<file path="src/rtl/cmr_defines.svh">
`ifndef CMR_DEFINES_SVH
`define CMR_DEFINES_SVH
`define CMR_ADDR 6'h05
`define CMR_RESET 24'he00000
`define CMR_WMASK 24'he073ff
`define CMR_CM_HI 23
`define CMR_CM_LO 21
`define CMR_DS_HI 14
`define CMR_DS_LO 12
`define CMR_CE_DS 9
`define CMR_CE_REF 8
`define CMR_SEL_HI 7
`define CMR_SEL_LO 4
`define CMR_DRV 3
`define CMR_EXT 2
`define CMR_RLDREF 1
`define CMR_SHLD 0
`endif

</file>
<file path="src/rtl/cmr_pkg.sv">
package cmr_pkg;
   typedef enum logic [1:0] {
      cmr_src_avg_type = 2'b00,
      cmr_src_ref_type = 2'b01,
      cmr_src_ext_type = 2'b10
   } cmr_src_type;
   typedef enum logic [3:0] {
      cmr_drv_pin = 4'h0,
      cmr_drv_left_arm = 4'h1,
      cmr_drv_left_leg = 4'h2,
      cmr_drv_right_arm = 4'h3
   } cmr_drive_sel_type;
endpackage

</file>
<file path="src/rtl/cmr_wr_if.sv">
`timescale 1ns/10ps
interface cmr_wr_if;
   logic wr_en;
   logic [23:0] wr_data;
   logic [23:0] value;
   modport bank(input wr_en, input wr_data, output value);
   modport user(output wr_en, output wr_data, input value);
endinterface

</file>
<file path="src/rtl/cmr_bank.sv">
`timescale 1ns/10ps
`include "cmr_defines.svh"
module cmr_bank (
   // clock and reset
   input wire logic ref_clk_i,
   input wire logic resetn_i,
   // write port
   cmr_wr_if.bank wr
);
   logic [23:0] value_reg;
   logic [23:0] value_next;
   // reserved bits are held at zero even if software slips
   assign value_next = wr.wr_en ? (wr.wr_data & `CMR_WMASK) : value_reg;
   always_ff @(posedge ref_clk_i) begin
      if (!resetn_i) begin
         value_reg <= `CMR_RESET;
      end else begin
         value_reg <= value_next;
      end
   end
   assign wr.value = value_reg;
endmodule

</file>
<file path="src/rtl/cmr_ctrl.sv">
`timescale 1ns/10ps
`include "cmr_defines.svh"
module cmr_ctrl (
   // clock and reset
   input wire logic ref_clk_i,
   input wire logic resetn_i,
   // register port from the serial host port
   input wire logic reg_wr_i,
   input wire logic [5:0] reg_addr_i,
   input wire logic [23:0] reg_wdata_i,
   output logic [23:0] reg_rdata_o,
   // analog switch controls
   output logic [2:0] cm_switch_o,
   output cmr_pkg::cmr_src_type cm_source_o,
   output logic [1:0] cm_count_o,
   output logic cm_pin_drive_o,
   output logic [2:0] drive_sum_select_o,
   output logic common_electrode_drive_sum_select_o,
   output logic common_electrode_reference_enable_o,
   output logic [3:0] drive_electrode_onehot_o,
   output logic reference_drive_reserved_o,
   output logic right_leg_reference_enable_o,
   output logic shield_driver_enable_o
);
   import cmr_pkg::*;

   // ==========================================
   // register
   cmr_wr_if wr();
   logic hit;
   assign hit = reg_wr_i && (reg_addr_i == `CMR_ADDR);
   assign wr.wr_en = hit;
   assign wr.wr_data = reg_wdata_i;
   cmr_bank u_bank (
      .ref_clk_i(ref_clk_i),
      .resetn_i(resetn_i),
      .wr(wr)
   );
   logic [23:0] r;
   assign r = wr.value;

   // ==========================================
   // decode
   // the count feeds the averaging divider, so one electrode divides by one
   function automatic logic [1:0] ones3(input logic [2:0] v);
      ones3 = {1'h0, v[0]} + {1'h0, v[1]} + {1'h0, v[2]};
   endfunction
   logic ext;
   logic [2:0] cm_sel;
   logic [2:0] sw_next;
   logic [1:0] count_next;
   cmr_src_type src_next;
   logic [3:0] sel;
   logic sel_reserved;
   logic [3:0] onehot_next;
   logic pin_next;
   assign ext = r[`CMR_EXT];
   assign cm_sel = r[`CMR_CM_HI:`CMR_CM_LO];
   // external source opens every internal switch whatever the select bits say
   for (genvar i = 0; i < 3; i++) begin : g_switch
      assign sw_next[i] = cm_sel[i] && !ext;
   end
   assign count_next = ones3(sw_next);
   assign src_next = ext ? cmr_src_ext_type :
      (cm_sel == 3'h0) ? cmr_src_ref_type : cmr_src_avg_type;
   assign sel = r[`CMR_SEL_HI:`CMR_SEL_LO];
   assign sel_reserved = (sel > 4'h3);
   // reserved codes select nothing rather than a random electrode
   assign onehot_next = sel_reserved ? 4'h0 : (4'h1 << sel[1:0]);
   // drive bit is dead while an external source is in use
   assign pin_next = r[`CMR_DRV] && !ext;

   // ==========================================
   // outputs
   // reset values equal the decode of the register reset word, so no glitch at release
   always_ff @(posedge ref_clk_i) begin
      if (!resetn_i) begin
         reg_rdata_o <= `CMR_RESET;
      end else begin
         reg_rdata_o <= r;
      end
   end

   always_ff @(posedge ref_clk_i) begin
      if (!resetn_i) begin
         cm_switch_o <= 3'h7;
      end else begin
         cm_switch_o <= sw_next;
      end
   end

   always_ff @(posedge ref_clk_i) begin
      if (!resetn_i) begin
         cm_source_o <= cmr_src_avg_type;
      end else begin
         cm_source_o <= src_next;
      end
   end

   always_ff @(posedge ref_clk_i) begin
      if (!resetn_i) begin
         cm_count_o <= 2'h3;
      end else begin
         cm_count_o <= count_next;
      end
   end

   always_ff @(posedge ref_clk_i) begin
      if (!resetn_i) begin
         cm_pin_drive_o <= 1'h0;
      end else begin
         cm_pin_drive_o <= pin_next;
      end
   end

   always_ff @(posedge ref_clk_i) begin
      if (!resetn_i) begin
         drive_sum_select_o <= 3'h0;
      end else begin
         drive_sum_select_o <= r[`CMR_DS_HI:`CMR_DS_LO];
      end
   end

   always_ff @(posedge ref_clk_i) begin
      if (!resetn_i) begin
         common_electrode_drive_sum_select_o <= 1'h0;
      end else begin
         common_electrode_drive_sum_select_o <= r[`CMR_CE_DS];
      end
   end

   always_ff @(posedge ref_clk_i) begin
      if (!resetn_i) begin
         common_electrode_reference_enable_o <= 1'h0;
      end else begin
         common_electrode_reference_enable_o <= r[`CMR_CE_REF];
      end
   end

   always_ff @(posedge ref_clk_i) begin
      if (!resetn_i) begin
         drive_electrode_onehot_o <= 4'h1;
      end else begin
         drive_electrode_onehot_o <= onehot_next;
      end
   end

   always_ff @(posedge ref_clk_i) begin
      if (!resetn_i) begin
         reference_drive_reserved_o <= 1'h0;
      end else begin
         reference_drive_reserved_o <= sel_reserved;
      end
   end

   always_ff @(posedge ref_clk_i) begin
      if (!resetn_i) begin
         right_leg_reference_enable_o <= 1'h0;
      end else begin
         right_leg_reference_enable_o <= r[`CMR_RLDREF];
      end
   end

   always_ff @(posedge ref_clk_i) begin
      if (!resetn_i) begin
         shield_driver_enable_o <= 1'h0;
      end else begin
         shield_driver_enable_o <= r[`CMR_SHLD];
      end
   end
endmodule

</file>
<file path="config.mk">
export PLATFORM = sky130hd
export DESIGN_NAME = cmr_ctrl
export DESIGN_NICKNAME = d
export VERILOG_FILES = /design/src/rtl/cmr_pkg.sv /design/src/rtl/cmr_wr_if.sv /design/src/rtl/cmr_bank.sv /design/src/rtl/cmr_ctrl.sv
export VERILOG_INCLUDE_DIRS = /design/src /design/src/rtl
export SDC_FILE = /design/constraint.sdc
export NUM_CORES = 1
export LEC_CHECK = 0
export BUFFER_PORTS_ARGS = -buffer_cell sky130_fd_sc_hd__buf_4
export CAP_MARGIN = 5
export CORE_MARGIN = 10
export CORE_UTILIZATION = 25
export DETAILED_ROUTE_END_ITERATION = 10
export REMOVE_ABC_BUFFERS = 1
export SYNTH_ARGS = -nofsm -noshare
export SYNTH_HDL_FRONTEND = slang
export SYNTH_SLANG_ARGS = --single-unit
</file>
<file path="constraint.sdc">
create_clock -name ref_clk_i -period 2.1 [get_ports ref_clk_i]
set_clock_uncertainty 0.2 [all_clocks]
set_input_delay 0 -clock ref_clk_i [delete_from_list [all_inputs] [get_ports ref_clk_i]]
set_output_delay 0 -clock ref_clk_i [all_outputs]
set_load 0.01 [all_outputs]
</file>
Yosys cells after proc, flatten, opt, wreduce, memory -nomap -nowiden
Cells that the tools add are included.

operators by class
  bitwise gates (word level) = 1
  order comparisons = 1
  equal/unequal tests = 1
  reduce and logical (&&, ||, !) cells = 9
  mux-type cells = 3
  shifts and indexed selects = 1
  $add $sub $neg = 2

operators by type and width
  operator                                                       number
  equality test 6 x 3 -> 1 bit, second input constant            1
  logical AND 1 bit                                              5
  greater-than comparator 4 x 2 -> 1 bit, second input constant  1
  OR reduction 2 bit                                             2
  left shift 1 x 2 -> 4 bit, first input constant                1
  zero test 3 bit                                                1
  adder 1 x 1 -> 2 bit                                           1
  adder 2 x 1 -> 2 bit                                           1
  2-to-1 mux 1 bit                                               2
  2-to-1 mux 2 bit                                               1
  zero test 1 bit                                                1
  NOT 1 bit                                                      1

storage, ports and cells
  register bits after elaboration = 52
  input bits = 33

Logic depth before layout (Yosys ltp)
Gate-level depths: netlist (run 1).

  depth after elaboration = 4
  depth in mapped cells = 5
  depth with buffers taken out = 3

Hierarchy
A second synthesis (run 1) with hierarchy kept.

second synthesis, totals
  cells, all modules = 149
  area total of the unflattened synthesis = 1769.2 um^2

by module, submodules not included
  module    area each (um^2)  seq. area each (um^2)  cells an instance  times used
  cmr_ctrl  1097.3            720.7                  89                 1
  cmr_bank  671.9             320.3                  60                 1

Worst setup path after synthesis (run 1)
Ideal clock, no wire load.

  path kind = register to register
  start = register u_bank.value_reg[2], in the netlist u_bank.wr.value[2]
  end = register cm_count_o[0]
  cell stages (with the launch flop) = 4
  setup slack = 0.725 ns
  setup time = 0.130 ns
  arrival = 1.045 ns
  path buffers = 0
  path through = dfxtp_1 nand2b_1 fa_1 nand2_1

on the way
  cells in the longest elaborated chain, start to end = 4
  elaborated cells between the ends (all ways) = 6

RTL lines
  what                      line             text
  start, declared           cmr_bank.sv:10   logic [23:0] value_reg;
  start signal, assigned    cmr_bank.sv:16   value_reg <= `CMR_RESET;
  start signal, assigned    cmr_bank.sv:18   value_reg <= value_next;
  zero test 1 bit (*)       cmr_ctrl.sv:61   assign sw_next[i] = cm_sel[i] && !ext;
  logical AND 1 bit         cmr_ctrl.sv:61
  adder 1 x 1 -> 2 bit      cmr_ctrl.sv:46   ones3 = {1'h0, v[0]} + {1'h0, v[1]} + {1'h0, v[2]};
  adder 2 x 1 -> 2 bit (*)  cmr_ctrl.sv:46
  end signal, assigned      cmr_ctrl.sv:104  cm_count_o <= count_next;
  end, declared             cmr_ctrl.sv:15   output logic [1:0] cm_count_o,

Mark *: on every way between the ends. The rest lies on a longest branch, timed or not.
A chain may end at the register's enable or synchronous reset.

Worst setup path after layout (run 1)
Ends and elaborated chain as after synthesis.

==> results of run 1 <==
cell usage in the layout (no fill, tap or decap):
cell / count
bufinv_16: 1
buf_4: 60
nor4b_1: 1
mux2i_1: 16
dfxtp_1: 44
nand2_4: 1
clkinv_2: 1
inv_1: 16
and4bb_1: 1
nand2_1: 29
clkbuf_8: 5
dlymetal6s4s_1: 1
nor2_1: 4
conb_1: 8
o41ai_1: 1
clkbuf_1: 1
nor3b_4: 1
dlygate4sd3_1: 42
fa_1: 1
nand2b_1: 3
nor2b_1: 6
nor4_1: 3
cell families (layout without fill, tap and decap cells):
family,count (synthesis),in the layout
AOI/OAI and AO/OA,1,1
other,1,8
buffers and inverters,37,127
adders and majority gates,1,1
DFF,44,44
muxes,16,16
and+or+nand+nor,49,49
where the power goes:
part	switching [W]	internal, W	leakage, nW
Sequential	0.00000125	0.000836	0.355
Clock	0.000273	0.000353	0.0552
Combinational	0.0000425	0.0000791	0.932
critical path: cells and delay by family, from the launching register on:
family        cells  cell delay [ns]
flops             1             0.35
fa+ha+maj         1             0.53
simple gates      2             0.23
buf+inv           1             0.55
area by class of cell:
type                    instances  area (µm²)  share of cell area (%)
inverters                      16        60.1                    2.41
flip-flops and latches         44         881                    35.3
multi-input cells              75         469                    18.8
clock buffers                   6        72.6                    2.91
clock inverters                 2        35.0                    1.40
repair buffers                103         883                    35.4
well taps                      75        93.8                    3.76
routing by layer:
| layer | up-vias | wire (µm) |
|---|---|---|
| met3 | 4 | 316 |
| met4 | 0 | 72 |
| li1 | 627 | - |
| met2 | 44 | 1860 |
| met5 | - | 0 |
| met1 | 572 | 1590 |
final timing paths:
| path | start | to | slack (ns) |
|---|---|---|---|
| min reg2reg | u_bank.wr.value[1] | reg_rdata_o[1] | 0.22 |
| max | u_bank.wr.value[2] | cm_count_o[0] | 0.13 |
| min | resetn_i | reg_rdata_o[22] | 0.005 |
| max reg2reg | u_bank.wr.value[2] | cm_count_o[0] | 0.13 |
what timing repair did:
| action | in CTS | in global routing |
|---|---|---|
| hold buffers | 43 | 0 |
| endpoints found under the setup margin | 0 | 8 |
| gates resized for setup | 0 | 1 |
| buffers inserted | 0 | 0 |
| hold endpoints to repair | 34 | 0 |
stage by stage:
stage	util, %	setup slack [ns]
2_1_floorplan	-	0.743
3_3_place_gp	33.0	0.690
3_5_place_dp	33.0	0.679
4_1_cts	42.1	0.0343
5_1_grt	42.1	0.0467
6_report	42.1	0.129
==> impl_metrics.csv, run 1 <==
group,metric,value,unit
run_status,outcome,"finished clean",
sta,worstMarginPinSlew,0.559,ns
logic_synthesis,synth_commonest_cells,"dfxtp_1 (44), nand2_1 (29), buf_4 (16), inv_1 (16), mux2i_1 (16)",
floorplan,die_h,98.3,µm
global_route,grt_max_degree,23,
global_route,track_usage,8.22,%
floorplan,fp.coreArea,5920,µm²
hold_path,hold_depth,3,
global_route,grt_pass1_vias,1432,
drt,ant_nets,0,
placement,hpwl,2500,µm
setup_path,reg2regPathDepth,4,
layout,layout.nets,279,
global_route,grt_overflow_total,0,
sta,relSlewSlack,62.8,%
placement,gp_congestion,0.670,
logic_synthesis,yosys.area_share.adder,1.31,%
layout,n_fill_cell,607,
sta,finalCriticalPeriod,1.97,ns
sta,setup_viol,0,
sta,fmax,0.507,GHz
job,maxCapViolations,0,
layout,fin_cells,321,
floorplan,ios,77,
sta,holdWs,0.00487,ns
setup_path,max_stage_delay,0.55,ns
logic_synthesis,ys_ff_latch,44,
logic_synthesis,synth-simple-area-share,16.3,%
setup_path,crit_type,"reg2reg",
logic_synthesis,synth-compound-area-share,0.571,%
cts,insertion_delay,0.29,ns
logic_synthesis,yosysWarnings,0,
sta,hold_viol,0,
sta,finalSetupTns,0,ns
logic_synthesis,synthXorXnorAreaFrac,0,%
drt,viasPerCell,3.88,
setup_path,crit_fanout,6,
hold_path,hold_class,"in2reg",
placement,numPortBuffers,60,
layout,diodes,0,
floorplan,floorplan.rows,28,
logic_synthesis,synth_top_family_by_area,"simple AND/OR/NAND/NOR gates",
logic_synthesis,yosysSeqAreaShare,57.5,%
setup_path,endpoint_kind,"flop",
drt,route.detailed.drc,0,
sta,grt_setup_unrepaired,"no",
drt,dr.first_iter.drc_count,27,
layout,largest_reg_flops,16,
cts,cts.path.max_buffers,2,
drt,routed_wl,3840,µm
global_route,grt_antenna_before_repair,0,
drt,vias,1247,
logic_synthesis,synth_top_area_share,57.5,%
floorplan,initial_core_util,25.9,%
global_route,met3_usage,3.31,%
logic_synthesis,ys_types,19,
power_and_ir_drop,peakVddDrop,0.231,mV
logic_synthesis,synth.area.mux_share,10.4,%
logic_synthesis,synth.most_common_cell,"dfxtp_1",
power_and_ir_drop,powerDensity,635,nW/µm²
floorplan,dieArea,9660,µm²
setup_path,cp_slowest_cell,"dlygate4sd3_1",
logic_synthesis,syn-mean-instance-area,10.3,µm²
placement,place_area,1950,µm²
logic_synthesis,synth_area,1530,µm²
logic_synthesis,ys.flop_type,"dfxtp_1",
cts,cts.sinks,44,
logic_synthesis,syn-instance-count,149,
layout,design_area,2490,µm²
drt,wl_per_cell,12.0,µm
global_route,top_usage_layer,"met2",
cts,tritoncts,"yes",
floorplan,dieWidth,98.3,µm
cts,numCtsBuffers,5,
cts,clk_pin_slew,0.08,ns
global_route,global_route.usage.met1,8.76,%
global_route,grt_pass1_wl,6610,µm
power_and_ir_drop,power,0.00158,W
setup_path,cp-start-kind,"flop",
logic_synthesis,yosysTopAreaCell,"dfxtp_1",
logic_synthesis,synth_edf_count,0,
setup_path,path_cells,"nand2b_1 > fa_1 > nand2_1 > dlygate4sd3_1",
sta,slew_viol_final,0,
layout,areaGrowthSynthToFinish,62.8,%
logic_synthesis,async_flop_share,0,%
cts,root_buffer,"clkbuf_8",
sta,finalCritPeriodShare,93.9,%
layout,drive_gt1_share,28.0,%
logic_synthesis,synthTopCellsByArea,"dfxtp_1 (57%), mux2i_1 (10%), buf_4 (7.8%)",
setup_path,cp.required,2.08,ns
drt,drtPass1Iterations,3,
placement,place_inst,270,
setup_path,crit_arrival,1.95,ns
cts,htree_num_levels,2,
global_route,grtUsageMet2,13.8,%
power_and_ir_drop,leakage,1.34,nW
No activity file was read; power rests on OpenSTA's default activity.
==> inputs of run 2 (changes only) <==
Settings changed: MAX_ROUTING_LAYER set to met4, PLACE_DENSITY set to 0.5.
Clock period 2.1 ns to 2.3 ns, I/O delays scaled along.
==> run 2 against run 1 <==
  * Clock power grew 28%
  * Register-to-register slack gained 0.71 ns
  * Setup slack gained 0.050 ns
  * Clock-buffer cell count shrank 1
  * Critical path depth grew 2
  * Via count shrank 1.5%
  * Total power grew 5.7%
  * Sequential cell count is the same
  * Non-clock buffer count shrank 5
==> impl_metrics.csv, run 2 (synthesized netlist as in run 1, its figures left out) <==
group,metric,value,unit
hold_path,hp-start,"reg_addr_i[3]",
setup_path,cp.required,2.34,ns
setup_path,crit_arrival,2.16,ns
floorplan,floorplan.rows,28,
floorplan,initial_core_util,25.9,%
setup_path,worstSetupEndpoint,"u_bank.wr.value[14]",
global_route,grt_max_degree,36,
placement,gp_congestion,0.661,
setup_path,regToRegEndpoint,"u_bank.wr.value[7]",
sta,setup_viol,0,
drt,route.detailed.drc,0,
cts,htree_num_levels,2,
setup_path,cp-startpoint,"resetn_i",
layout,areaGrowthSynthToFinish,62.9,%
job,maxCapViolations,0,
floorplan,ios,77,
layout,diodes,0,
global_route,grt_pass1_wl,6290,µm
sta,finalCriticalPeriod,2.12,ns
run_status,outcome,"finished clean",
drt,wl_per_cell,11.3,µm
sta,holdWs,0.0595,ns
setup_path,reg2regPathDepth,3,
power_and_ir_drop,leakage,1.34,nW
floorplan,fp.coreArea,5920,µm²
drt,dr.first_iter.drc_count,22,
placement,place_area,1950,µm²
drt,viasPerCell,3.89,
drt,drtPass1Iterations,4,
placement,hpwl,2450,µm
layout,layout.nets,274,
layout,layout_commonest_cell,"buf_4",
cts,clk_pin_slew,0.08,ns
sta,grt_setup_unrepaired,"no",
drt,routed_wl,3570,µm
cts,insertion_delay,0.29,ns
cts,postCtsSetupRepairBufs,0,
drt,vias,1228,
sta,finalSetupTns,0,ns
cts,tritoncts,"yes",
hold_path,hold_class,"in2reg",
setup_path,crit_type,"in2reg",
cts,cts.sinks,44,
layout,largest_reg_flops,16,
global_route,grt_overflow_total,0,
floorplan,dieArea,9660,µm²
floorplan,die_h,98.3,µm
global_route,track_usage,7.98,%
sta,hold_viol,0,
sta,slew_viol_final,0,
setup_path,crit_fanout,35,
cts,numCtsBuffers,5,
floorplan,dieWidth,98.3,µm
global_route,grt_antenna_before_repair,0,
drt,ant_nets,0,
power_and_ir_drop,powerDensity,671,nW/µm²
layout,design_area,2500,µm²
placement,numPortBuffers,60,
global_route,grt_pass1_vias,1378,
setup_path,r2r_slack,0.84,ns
setup_path,endpoint_kind,"flop",
cts,root_buffer,"clkbuf_8",
layout,final_cell_mix,"buf_4 (59), dfxtp_1 (44), dlygate4sd3_1 (38)",
setup_path,cp-start-kind,"input port",
layout,drive_gt1_share,29.0,%
power_and_ir_drop,peakVddDrop,0.333,mV
cts,cts.path.max_buffers,2,
sta,finalCritPeriodShare,92.2,%
sta,fmax,0.472,GHz
setup_path,reg2reg_from,"u_bank.wr.value[7]",
[run 2: cell types whose count changed in the layout (fill, tap and decap cells not counted)]
cell / previous run / this run
clkinv_2: 1 / 0
bufinv_16: 1 / 3
dlymetal6s4s_1: 1 / 0
buf_6: 0 / 1
dlygate4sd3_1: 42 / 38
clkbuf_1: 1 / 0
buf_4: 60 / 59
[run 2: critical path, stage by stage]
cell and delay (ns):
dlygate4sd3_1 0.54, buf_6 0.25, nand2_1 0.09, dlygate4sd3_1 0.56
mux2i_1 0.13, dlygate4sd3_1 0.58
[run 2: timing repair]
item / in CTS / in global routing
resized for setup: 0 / 1
setup endpoints to repair: 0 / 1
hold endpoints to repair: 35 / 0
hold buffers: 38 / 0
[run 2: how the worst min path moves through the flow]
stage,slack [ns],endpoint,depth (start not counted)
5_1_grt,0.07,u_bank.wr.value[21],4
3_3_place_gp,0.05,u_bank.wr.value[21],3
2_1_floorplan,-0.14,cm_count_o[0],1
4_1_cts,0.05,u_bank.wr.value[5],4
6_report,0.06,u_bank.wr.value[5],4
3_5_place_dp,0.06,u_bank.wr.value[21],3
[run 2: power breakdown]
part | internal (W) | switching [W]
clock | 0.000543 | 0.000260
sequential | 0.000763 | 0.00000113
combinational | 0.0000708 | 0.0000364
[run 2: metal layers]
layer	GRT usage, %	routed length (µm)	vias up
met1	8.31	1600	560
met3	2.82	202	7
li1	-	-	615
met2	13.1	1700	46
met5	-	0	-
met4	3.97	61	0
[run 2: per-stage QoR]
stage          setup WS [ns]  cells  total power (W)  utilization, %
2_1_floorplan          0.943    135         0.000804               -
5_1_grt               0.0794    316          0.00174            42.2
6_report               0.179    316          0.00167            42.2
3_3_place_gp           0.890    270         0.000848            33.0
3_5_place_dp           0.874    270         0.000848            33.0
4_1_cts                0.173    316          0.00170            42.1
[run 2: final cells by class]
class | instances | area, µm²
Clock buffer | 5 | 68.8
Sequential cell | 44 | 881
Tap cell | 75 | 93.8
Fill cell | 597 | 3420
Multi-Input combinational cell | 75 | 469
Clock inverter | 3 | 90.1
Timing Repair Buffer | 98 | 835
Inverter | 16 | 60.1
